===== src/include/host_port_pkg.sv =====
package host_port_pkg;
	// widths
	localparam int DATA_W = 8;
	localparam int ADDR_W = 8;
	// clock and timing
	localparam int CLK_PERIOD_NS = 25;
	localparam int RD_LOW_MIN_NS = 160;
	localparam int WR_LOW_MIN_NS = 120;
	localparam int ALE_MIN_NS = 40;
	localparam int RD_VALID_MAX_NS = 140;
	localparam int XFER_NONMUX_NS = 260;
	localparam int XFER_MUX_NS = 300;
	// derived cycle counts (least times round up)
	localparam int RD_LOW_CYC = (RD_LOW_MIN_NS + CLK_PERIOD_NS - 1) / CLK_PERIOD_NS;
	localparam int WR_LOW_CYC = (WR_LOW_MIN_NS + CLK_PERIOD_NS - 1) / CLK_PERIOD_NS;
	localparam int ALE_CYC = (ALE_MIN_NS + CLK_PERIOD_NS - 1) / CLK_PERIOD_NS;
	// longest time rounds down
	localparam int RD_VALID_CYC = RD_VALID_MAX_NS / CLK_PERIOD_NS;
	// reset values
	localparam logic [ADDR_W-1:0] ADDR_RST = 8'h00;
	localparam logic [DATA_W-1:0] DATA_RST = 8'h00;
	// access states
	typedef enum logic [1:0] {
		ST_IDLE  = 2'b00,
		ST_READ  = 2'b01,
		ST_WRITE = 2'b10
	} access_e;
endpackage


===== src/include/pin_sync_if.sv =====
interface pin_sync_if;
	logic [7:0] data_in;	// synchronised data lines
	logic [7:0] addr_in;	// synchronised address lines
	logic       chip_sel_n;	// synchronised chip select
	logic       rd_n;	// read strobe or data strobe
	logic       wr_n;	// write strobe or direction
	logic       ale;	// address latch / address strobe
	logic       mux_sel;	// mux select strap
	logic       fmt_sel;	// bus format strap
	modport sync (output data_in, addr_in, chip_sel_n, rd_n, wr_n, ale, mux_sel, fmt_sel);
	modport core (input data_in, addr_in, chip_sel_n, rd_n, wr_n, ale, mux_sel, fmt_sel);
endinterface


===== src/design/parallel_host_bus_port.sv =====
// Contract
// - mux select high means shared address/data lines; low means separate lines.
// - format select high means data strobe plus direction; low means read/write strobes.
// - one byte per access on eight data lines, reaching direct registers.
// - a byte takes about 260 ns separate, 300 ns multiplexed.
module parallel_host_bus_port
(
	input  wire logic                            clk,	// 40 MHz clock
	input  wire logic                            srst,	// sync reset, high
	input  wire logic [host_port_pkg::DATA_W-1:0] data_pin_i,	// data pins in
	output logic      [host_port_pkg::DATA_W-1:0] data_pin_o,	// data pins out
	output logic                                 data_pin_oe,	// data drive enable
	input  wire logic [host_port_pkg::ADDR_W-1:0] addr_pin,	// address pins
	input  wire logic                            cs_pin_n,	// chip select, low
	input  wire logic                            rd_pin_n,	// read or data strobe
	input  wire logic                            wr_pin_n,	// write strobe or direction
	input  wire logic                            ale_pin,	// latch or address strobe
	input  wire logic                            mux_select_pin,	// multiplexed mode strap
	input  wire logic                            bus_format_select_pin,	// format strap
	output logic      [host_port_pkg::ADDR_W-1:0] reg_addr,	// register address
	output logic      [host_port_pkg::DATA_W-1:0] reg_wdata,	// register write data
	output logic                                 reg_wr,	// write pulse
	output logic                                 reg_rd,	// read pulse
	input  wire logic [host_port_pkg::DATA_W-1:0] reg_rdata	// register read data
);
	import host_port_pkg::*;

	pin_sync_if sy ();

	pin_sync u_sync (
		.clk      (clk),
		.srst     (srst),
		.data_pin (data_pin_i),
		.addr_pin (addr_pin),
		.cs_pin_n (cs_pin_n),
		.rd_pin_n (rd_pin_n),
		.wr_pin_n (wr_pin_n),
		.ale_pin  (ale_pin),
		.mux_pin  (mux_select_pin),
		.fmt_pin  (bus_format_select_pin),
		.sy       (sy)
	);

	// --------------------------------
	// strobe decoding
	// --------------------------------
	logic       ale_d;
	logic [7:0] mux_addr;
	access_e    state;
	access_e    next_state;

	// format select picks the strobe meaning
	wire sel = ~sy.chip_sel_n;
	wire fmt_dir = sy.fmt_sel;
	wire rd_act = fmt_dir ? (~sy.rd_n & sy.wr_n) : (~sy.rd_n & sy.wr_n);
	wire wr_act = fmt_dir ? (~sy.rd_n & ~sy.wr_n) : (~sy.wr_n & sy.rd_n);
	wire rd_start = sel & rd_act;
	wire wr_start = sel & wr_act;
	wire strobe_idle = fmt_dir ? sy.rd_n : (sy.rd_n & sy.wr_n);
	wire ale_fall = ale_d & ~sy.ale;
	// address source per mux select
	wire [7:0] cur_addr = sy.mux_sel ? mux_addr : sy.addr_in;

	// --------------------------------
	// address latch
	// --------------------------------
	always_ff @(posedge clk) begin
		if (srst) begin
			ale_d    <= 1'b0;
			mux_addr <= ADDR_RST;
		end else begin
			ale_d <= sy.ale;
			if (ale_fall && sy.mux_sel)
				mux_addr <= sy.data_in;
		end
	end

	// --------------------------------
	// access state machine
	// --------------------------------
	always_comb begin
		next_state = state;
		case (state)
			ST_IDLE: begin
				if (rd_start)
					next_state = ST_READ;
				else if (wr_start)
					next_state = ST_WRITE;
			end
			ST_READ: begin
				if (strobe_idle)
					next_state = ST_IDLE;
			end
			ST_WRITE: begin
				if (strobe_idle)
					next_state = ST_IDLE;
			end
			default: next_state = ST_IDLE;
		endcase
	end

	// write commits on strobe release, once the data has settled
	wire wr_commit = (state == ST_WRITE) && strobe_idle;

	always_ff @(posedge clk) begin
		if (srst) begin
			state       <= ST_IDLE;
			reg_addr    <= ADDR_RST;
			reg_wdata   <= DATA_RST;
			reg_wr      <= 1'b0;
			reg_rd      <= 1'b0;
			data_pin_o  <= DATA_RST;
			data_pin_oe <= 1'b0;
		end else begin
			state  <= next_state;
			reg_rd <= (state == ST_IDLE) && rd_start;
			reg_wr <= wr_commit;
			if (state == ST_IDLE && (rd_start || wr_start))
				reg_addr <= cur_addr;
			if (state == ST_WRITE)
				reg_wdata <= sy.data_in;
			data_pin_o  <= reg_rdata;
			data_pin_oe <= (next_state == ST_READ);
		end
	end

	// --------------------------------
	// checks
	// --------------------------------
	a_read_drive: assert property (@(posedge clk) disable iff (srst)
		(state == ST_IDLE && rd_start) |=> data_pin_oe)
		else $error("read did not drive data bus");
	a_read_pulse: assert property (@(posedge clk) disable iff (srst)
		reg_rd |-> $past(rd_start) && !$past(reg_rd))
		else $error("read pulse without strobe");
	a_write_pulse: assert property (@(posedge clk) disable iff (srst)
		reg_wr |-> $past(state) == ST_WRITE)
		else $error("write pulse outside write");
	a_write_once: assert property (@(posedge clk) disable iff (srst)
		reg_wr |=> !reg_wr)
		else $error("write pulse longer than one cycle");
	a_no_drive_write: assert property (@(posedge clk) disable iff (srst)
		(state == ST_WRITE) |=> !data_pin_oe)
		else $error("bus driven during write");
	a_release_bus: assert property (@(posedge clk) disable iff (srst)
		(state == ST_READ && strobe_idle) |=> !data_pin_oe)
		else $error("bus not released after read");
	a_mux_latch: assert property (@(posedge clk) disable iff (srst)
		(ale_fall && sy.mux_sel) |=> mux_addr == $past(sy.data_in))
		else $error("address not latched on strobe fall");
	a_addr_source: assert property (@(posedge clk) disable iff (srst)
		(state == ST_IDLE && rd_start && !sy.mux_sel) |=> reg_addr == $past(sy.addr_in))
		else $error("separate address not used");

	// --------------------------------
	// decode and sequencing checks
	// --------------------------------
	// strobe meaning in each bus format
	a_sep_read_take: assert property (@(posedge clk) disable iff (srst)
		(state == ST_IDLE && !sy.fmt_sel && sel && !sy.rd_n && sy.wr_n)
		|=> state == ST_READ)
		else $error("read strobe not taken");
	a_sep_write_take: assert property (@(posedge clk) disable iff (srst)
		(state == ST_IDLE && !sy.fmt_sel && sel && sy.rd_n && !sy.wr_n)
		|=> state == ST_WRITE)
		else $error("write strobe not taken");
	a_both_refused: assert property (@(posedge clk) disable iff (srst)
		(state == ST_IDLE && !sy.fmt_sel && !sy.rd_n && !sy.wr_n)
		|=> state == ST_IDLE)
		else $error("both strobes low was taken");
	a_dir_read_take: assert property (@(posedge clk) disable iff (srst)
		(state == ST_IDLE && sy.fmt_sel && sel && !sy.rd_n && sy.wr_n)
		|=> state == ST_READ && reg_rd)
		else $error("direction high not taken as read");
	a_dir_write_take: assert property (@(posedge clk) disable iff (srst)
		(state == ST_IDLE && sy.fmt_sel && sel && !sy.rd_n && !sy.wr_n)
		|=> state == ST_WRITE)
		else $error("direction low not taken as write");
	a_unselected_idle: assert property (@(posedge clk) disable iff (srst)
		(state == ST_IDLE && sy.chip_sel_n)
		|=> state == ST_IDLE && !reg_rd)
		else $error("access taken without chip select");

	// access end, pulses and read data
	a_write_end: assert property (@(posedge clk) disable iff (srst)
		(state == ST_WRITE && strobe_idle)
		|=> state == ST_IDLE && reg_wr)
		else $error("write not committed on release");
	a_read_end: assert property (@(posedge clk) disable iff (srst)
		(state == ST_READ && strobe_idle)
		|=> state == ST_IDLE && !reg_wr)
		else $error("read not ended on release");
	a_pulse_exclusive: assert property (@(posedge clk) disable iff (srst)
		!(reg_rd && reg_wr))
		else $error("read and write pulses together");
	a_write_data: assert property (@(posedge clk) disable iff (srst)
		reg_wr |-> reg_wdata == $past(sy.data_in))
		else $error("write data not last sample");
	a_read_data: assert property (@(posedge clk) disable iff (srst)
		!$past(srst) |-> data_pin_o == $past(reg_rdata))
		else $error("read data not one cycle behind");
	a_oe_state: assert property (@(posedge clk) disable iff (srst)
		data_pin_oe == (state == ST_READ))
		else $error("drive enable outside read");

	// address path
	a_mux_addr_use: assert property (@(posedge clk) disable iff (srst)
		(state == ST_IDLE && (rd_start || wr_start) && sy.mux_sel)
		|=> reg_addr == $past(mux_addr))
		else $error("latched address not used");
	a_addr_hold: assert property (@(posedge clk) disable iff (srst)
		(state != ST_IDLE) |=> $stable(reg_addr))
		else $error("address changed inside access");
	a_latch_hold: assert property (@(posedge clk) disable iff (srst)
		!(ale_fall && sy.mux_sel) |=> $stable(mux_addr))
		else $error("latched address changed without strobe");
	a_sep_write_addr: assert property (@(posedge clk) disable iff (srst)
		(state == ST_IDLE && wr_start && !sy.mux_sel)
		|=> reg_addr == $past(sy.addr_in))
		else $error("separate write address not used");
endmodule


===== src/design/pin_sync.sv =====
module pin_sync (
	input  wire logic       clk,	// system clock
	input  wire logic       srst,	// sync reset
	input  wire logic [7:0] data_pin,	// data lines
	input  wire logic [7:0] addr_pin,	// address lines
	input  wire logic       cs_pin_n,	// chip select
	input  wire logic       rd_pin_n,	// read / data strobe
	input  wire logic       wr_pin_n,	// write / direction
	input  wire logic       ale_pin,	// address latch
	input  wire logic       mux_pin,	// mux select strap
	input  wire logic       fmt_pin,	// format strap
	pin_sync_if.sync        sy	// synchronised outputs
);
	// --------------------------------
	// two-stage synchroniser
	// --------------------------------
	logic [21:0] s1;
	logic [21:0] s2;
	wire  [21:0] raw = {data_pin, addr_pin, cs_pin_n, rd_pin_n, wr_pin_n, ale_pin,
		mux_pin, fmt_pin};

	// strobes idle high on reset so no false edge appears
	always_ff @(posedge clk) begin
		if (srst) begin
			s1 <= 22'h000038;	// chip select and both strobes high
			s2 <= 22'h000038;
		end else begin
			s1 <= raw;
			s2 <= s1;
		end
	end

	assign sy.data_in    = s2[21:14];
	assign sy.addr_in    = s2[13:6];
	assign sy.chip_sel_n = s2[5];
	assign sy.rd_n       = s2[4];
	assign sy.wr_n       = s2[3];
	assign sy.ale        = s2[2];
	assign sy.mux_sel    = s2[1];
	assign sy.fmt_sel    = s2[0];
endmodule


===== config.mk =====
export PLATFORM = sky130hd
export DESIGN_NAME = parallel_host_bus_port
export DESIGN_NICKNAME = d
export VERILOG_FILES = /design/src/include/host_port_pkg.sv /design/src/include/pin_sync_if.sv /design/src/design/parallel_host_bus_port.sv /design/src/design/pin_sync.sv
export SDC_FILE = /design/constraint.sdc
export NUM_CORES = 1
export LEC_CHECK = 0
export BUFFER_PORTS_ARGS = -buffer_cell sky130_fd_sc_hd__buf_4
export CAP_MARGIN = 20
export CORE_AREA = 2 2 93 95
export DETAILED_ROUTE_END_ITERATION = 12
export DIE_AREA = 0 0 95 97
export GPL_TIMING_DRIVEN = 0
export PLACE_DENSITY_LB_ADDON = 0.05
export SYNTH_ARGS = -nofsm -noshare
export SYNTH_HDL_FRONTEND = slang
export SYNTH_HIERARCHICAL = 1
export SYNTH_SLANG_ARGS = --single-unit

===== constraint.sdc =====
create_clock -name clk -period 3.5 [get_ports clk]
set_input_delay 0.35 -clock clk [delete_from_list [all_inputs] [get_ports clk]]
set_output_delay 0.35 -clock clk [all_outputs]
set_load 0.01 [all_outputs]

# Yosys cells after proc, flatten, opt, wreduce, memory -nomap -nowiden
# Index checks and enable logic that the tools add are counted.
# Widths: inputs -> output; s select.
# totals
reg_bits	82
wordCells	39
# op_classes
n_reduce_logical	7
eq_ne	3
bitwise	11
muxes	7
# ops
op	count
$mux 8	1
$and 1x1->1	7
$mux 2	3
$eq 2x1->1 const B	2
$logic_and 1x1->1	4
$not 1->1	4
$pmux 2 s2	1
$eq 2x2->1 const B	1
$logic_not 2->1	1
$mux 1	2
$reduce_or 2->1	1
$logic_or 1x1->1	1

# Longest topological paths before layout
# depth
depth_word	8
ltp_mapped	7
depth_no_buf	5

# Hierarchy
# The synthesis kept the hierarchy.
# modules_own_cells
mod	seq_area_each_um2	area_per_inst_um2	cells_per_inst	instances
parallel_host_bus_port	760.7	1446.4	136	1
pin_sync	880.8	1178.6	92	1

# Least setup slack after synthesis
# Ideal clock, no wire load.
# synth_timing
kind	reg2reg
start	register state[0]
end	register reg_addr[5] (netlist name)
arrival_ps	1368
path_stages_with_launch	8
path_slack_ps	2053
setup_time_ps	79
required_ps	3421
path_cell_list	dfxtp_1 -> inv_1 -> ha_1 -> nor4bb_1 -> buf_4 -> buf_12 -> nor2_2 -> a211oi_2
# synth_via
elab_chain_cells	2
# synth_lines
element	line_no	source
start: declaration	parallel_host_bus_port.sv:49	access_e state;
start signal: assignment	parallel_host_bus_port.sv:115	state <= next_state;
$logic_not 2->1	parallel_host_bus_port.sv:118	if (state == ST_IDLE && (rd_start || wr_start))
$logic_and 1x1->1	parallel_host_bus_port.sv:118	
end signal: assignment	parallel_host_bus_port.sv:119	reg_addr <= cur_addr;
end: declaration	parallel_host_bus_port.sv:20	output logic [host_port_pkg::ADDR_W-1:0] reg_addr,
# No other way between the ends.
# A chain may end at the register's enable or synchronous reset.

# Final worst setup path
# layout_timing
start	register state[0]
end	register reg_addr[6] (netlist name)
# Same word-level chain as after synthesis.

==> results by stage <==
Logic synthesis:
- The number of flops mapped to enable cells by yosys is 0.
- The largest total area in the synthesized netlist belongs to sky130_fd_sc_hd__dfxtp_1.
- The most used standard cell by instance count after synthesis is sky130_fd_sc_hd__dfxtp_1.
- Among all flip-flop cells after synthesis, the most frequent one is sky130_fd_sc_hd__dfxtp_1.
- Summing every instance area after synthesis gives 2630 um^2.
- After synthesis, the most frequently instantiated cells are sky130_fd_sc_hd__dfxtp_1, sky130_fd_sc_hd__nor2b_1, sky130_fd_sc_hd__mux2i_1, sky130_fd_sc_hd__nor2_1, sky130_fd_sc_hd__a211oi_1.
- The Yosys step of the flow raised 6 warnings.
- After synthesis, the cell types taking the most area are sky130_fd_sc_hd__dfxtp_1, sky130_fd_sc_hd__nor2b_1, sky130_fd_sc_hd__mux2i_1.
- In this run, synthesis produced a sequential element count of 82.
- The average cell area after synthesis is roughly 12 um^2.
- The net count after synthesis is approximately 260.
- Counting flops with an async set or reset pin after synthesis yields a share of 0%.
- The count of unique library cells instantiated by Yosys is 26.
- The area share of the largest cell type after synthesis is 62.5%.
- The synthesized instance count is approximately 230.
- The part of the Yosys area used for sequential elements is 62.5%.

Critical path:
- The register-to-register setup slack is roughly 1.7 ns.
- The startpoint type of the worst setup path is a flop.
- In this run the worst path has a maximum fanout of 10.
- The worst endpoint data arrival time is about 2.1 ns.
- The required arrival time at the worst endpoint is 3.77 ns.
- The endpoint type of the worst setup path is a flop.
- The critical path start-end classification is reg2reg.

Finish:
- For this run, the post-layout net count is 332.
- The relative area change from synthesis to final layout is 29.2%.
- The antenna diode instance count is 0.
- Excluding fillers, the count of instances in the completed layout stands at 407.
- The layout cell share with drive strength beyond 1 is 28.8%.

Die:
- The effective utilization at floorplan is 32.3%.
- The placeable core area is 8130 um^2.
- The overall die area is 9220 um^2.
- The x dimension of the die is approximately 95 um.
- The die boundary height is between 90 and 100 um.
- In this run the count of I/O pins placed on the die edge is 59.
- The placement row count is 33.

Timing:
- The count of final max-slew check failures is 0.
- Across all hold checks on the routed design, the worst slack comes to 0.177 ns.
- The slew of the pin with the lowest slew margin is 0.647 ns.
- The final period utilization is 51.5%.
- The worst slew margin relative to its limit is 56.9%.
- In the final timing run, aggregate negative setup slack is 0 ns.
- For this run, the top clock speed supported by timing is 555 MHz.
- The final clock skew is 0.0115 ns.
- Setup repair after global routing left no endpoint under its margin.
- After layout, the minimum clock period comes to 1.80 ns.
- The final number of hold-violating endpoints is 0.
- The worst path setup slack after routing is 1.70 ns.
- Setup violations remaining at the end of the flow were counted as 0.

Clock tree:
- Clock tree synthesis selected as its root buffer the cell sky130_fd_sc_hd__clkbuf_8.
- Buffers added to address setup during post-CTS repair amount to 0.
- No sink is reached through more buffers than the 2 on the longest clock path.
- After clock tree synthesis, the flow added hold-fix buffers numbering 0.
- The number of buffers created by CTS is 9.
- After clock tree synthesis, the clock-pin slew on the worst setup and hold paths is ~0.090 ns.
- The quantity of gates resized following cts is 0.
- The source-to-sink clock delay at the later pin of the worst-skew pair is roughly 0.36 ns.
- The H-tree was split into 3 levels.
- The TritonCTS clock tree is built.
- The clock drives 82 sinks.

Flow run:
- Max-cap violations in this run came to 0.

Hold path:
- The min-delay analysis places its worst path in the category in2reg.

Pwr:
- The register share of total power is 55.0%.
- The switching power is 417 uW.
- The maximum VDD drop is 0.000214 V.
- The standby leakage power is 0.00142 uW.
- Of the total power, the share spent switching nets is 23.5%.
- The proportion of power drawn by the clock network is 39.3%.
- In this run, the combinational gates consume about 5.7% of the power.
- The internal power component is approximately 1400 uW.
- In this run the power density over the cells is 524 nW/um^2.

Routing:
- The violation count after the first detailed-routing iteration is 20.
- For this run, design rule violations remaining after detail routing come to 0.
- The number of detailed-routing iterations run before antenna repair is 4.
- After detailed routing, the number of vias per cell comes to approximately 4.1.
- After detailed routing, the average wire length per cell comes to 11.7 um.
- The final layout contains routed wiring with a total length of 4770 um.
- The count of nets left with antenna violations after detail routing is 0.
- The count of vias placed by the detailed router is 1661.

Placement:
- The placed wire-length estimate after detailed placement is 3400 um.
- During placement, the flow inserted port buffers numbering 58.
- The final weighted congestion in routability-driven placement is 0.759.
- The number of placed instances with taps included is 391.
- Timing analysis after detailed placement gives a worst setup slack of between 1.5 and 2 ns.

GRT:
- The pin count of the biggest net entering global routing is 16.
- The via count of the first global-routing pass is 1633.
- The total global-route track usage is 11.4%.
- The initial antenna violation count is 0.
- The aggregate global routing overflow is 0.
- The first-pass GRT wire length is 7810 um.

Run status:
- The run finished with clean final reports.
## metal layers
metal | global-route usage (%) | up-vias | wire length, um
met1 | 14.5 | 720 | 2230
met3 | 3.43 | 13 | 318
met2 | 16.3 | 51 | 2060
met4 | 7.80 | 0 | 165
li1 | - | 877 | -
met5 | 0 | - | 0
## critical path, stage by stage, from the launching register on
cell	delay [ns]
sky130_fd_sc_hd__dfxtp_1	0.36
sky130_fd_sc_hd__inv_1	0.10
sky130_fd_sc_hd__ha_1	0.23
sky130_fd_sc_hd__nor4bb_1	0.45
sky130_fd_sc_hd__buf_4	0.24
sky130_fd_sc_hd__buf_12	0.13
sky130_fd_sc_hd__nor2_2	0.04
sky130_fd_sc_hd__a211oi_2	0.17
## area by class of cell
| class | count | area [um^2] |
|---|---|---|
| fillers | 799 | 4740 |
| flip-flops and latches | 82 | 1640 |
| multi-input cells | 131 | 897 |
| repair buffers | 58 | 435 |
| well taps | 105 | 131 |
| clock buffers | 9 | 124 |
| plain buffers | 13 | 78.8 |
| clock inverters | 7 | 76.3 |
| inverters | 2 | 7.51 |
## cells by family (layout without fill, tap and decap cells)
kind of cell / count (synthesis) / in the layout / synth area share [%]
XOR/XNOR: 1 / 1 / 0.334
multiplexers: 24 / 24 / 9.15
adder cells (fa/ha/maj): 3 / 3 / 1.43
flip-flops: 82 / 82 / 62.5
AO/OA/AOI/OAI: 15 / 15 / 4.58
AND/OR/NAND/NOR: 88 / 88 / 18.7
buffers and inverters: 15 / 89 / 3.29
## power by group through the flow
stage / Combinational, uW / Clock (uW) / Sequential (uW)
finish: 102 / 699 / 977
floorplan: 49.6 / 0 / 1000
global route: 113 / 762 / 982
CTS: 104 / 722 / 978
global placement: 104 / 0 / 999
detailed placement: 104 / 0 / 1000
## layout by cell type, fill, tap and decap left out, types with 2 or more instances in the layout
cell                         instances
sky130_fd_sc_hd__ha_1                3
sky130_fd_sc_hd__dfxtp_1            82
sky130_fd_sc_hd__clkbuf_8            9
sky130_fd_sc_hd__a211oi_1            7
sky130_fd_sc_hd__a211oi_2            2
sky130_fd_sc_hd__nor2_2              2
sky130_fd_sc_hd__nand3_1             4
sky130_fd_sc_hd__inv_1               2
sky130_fd_sc_hd__clkbuf_1            3
sky130_fd_sc_hd__o211ai_1            2
sky130_fd_sc_hd__or2_1               6
sky130_fd_sc_hd__o21ai_0             2
sky130_fd_sc_hd__buf_1               2
sky130_fd_sc_hd__nor2b_1            47
sky130_fd_sc_hd__clkinvlp_4          2
sky130_fd_sc_hd__buf_4              60
sky130_fd_sc_hd__buf_2               5
sky130_fd_sc_hd__mux2i_1            24
sky130_fd_sc_hd__nor2_1             24
sky130_fd_sc_hd__inv_6               3
## per-stage QoR
stage               util (%)  total power (uW)  area (um^2)
floorplan                  -              1050         2630
global placement        39.2              1100         3190
detailed placement      39.2              1100         3190
CTS                     41.7              1800         3390
global route            41.7              1860         3390
finish                  41.7              1780         3390
## final timing paths
path                           start  cells past startpoint                       end
max              state[0]$_SDFF_PP0_                      7  reg_addr[6]$_SDFFE_PP0P_
min                         rd_pin_n                      2   u_sync/s1[4]$_SDFF_PP1_
max reg2reg      state[0]$_SDFF_PP0_                      7  reg_addr[6]$_SDFFE_PP0P_
min reg2reg  u_sync/s1[4]$_SDFF_PP1_                      1   u_sync/s2[4]$_SDFF_PP1_
## sequential cells by signal, indices dropped and copies added (netlist names), 2 cells and up
register and flops:
data_pin_o 8, u_sync/s1 22, reg_wdata 8, mux_addr 8, u_sync/s2 22, reg_addr 8, state 2
(Power assumes the default switching activity.)
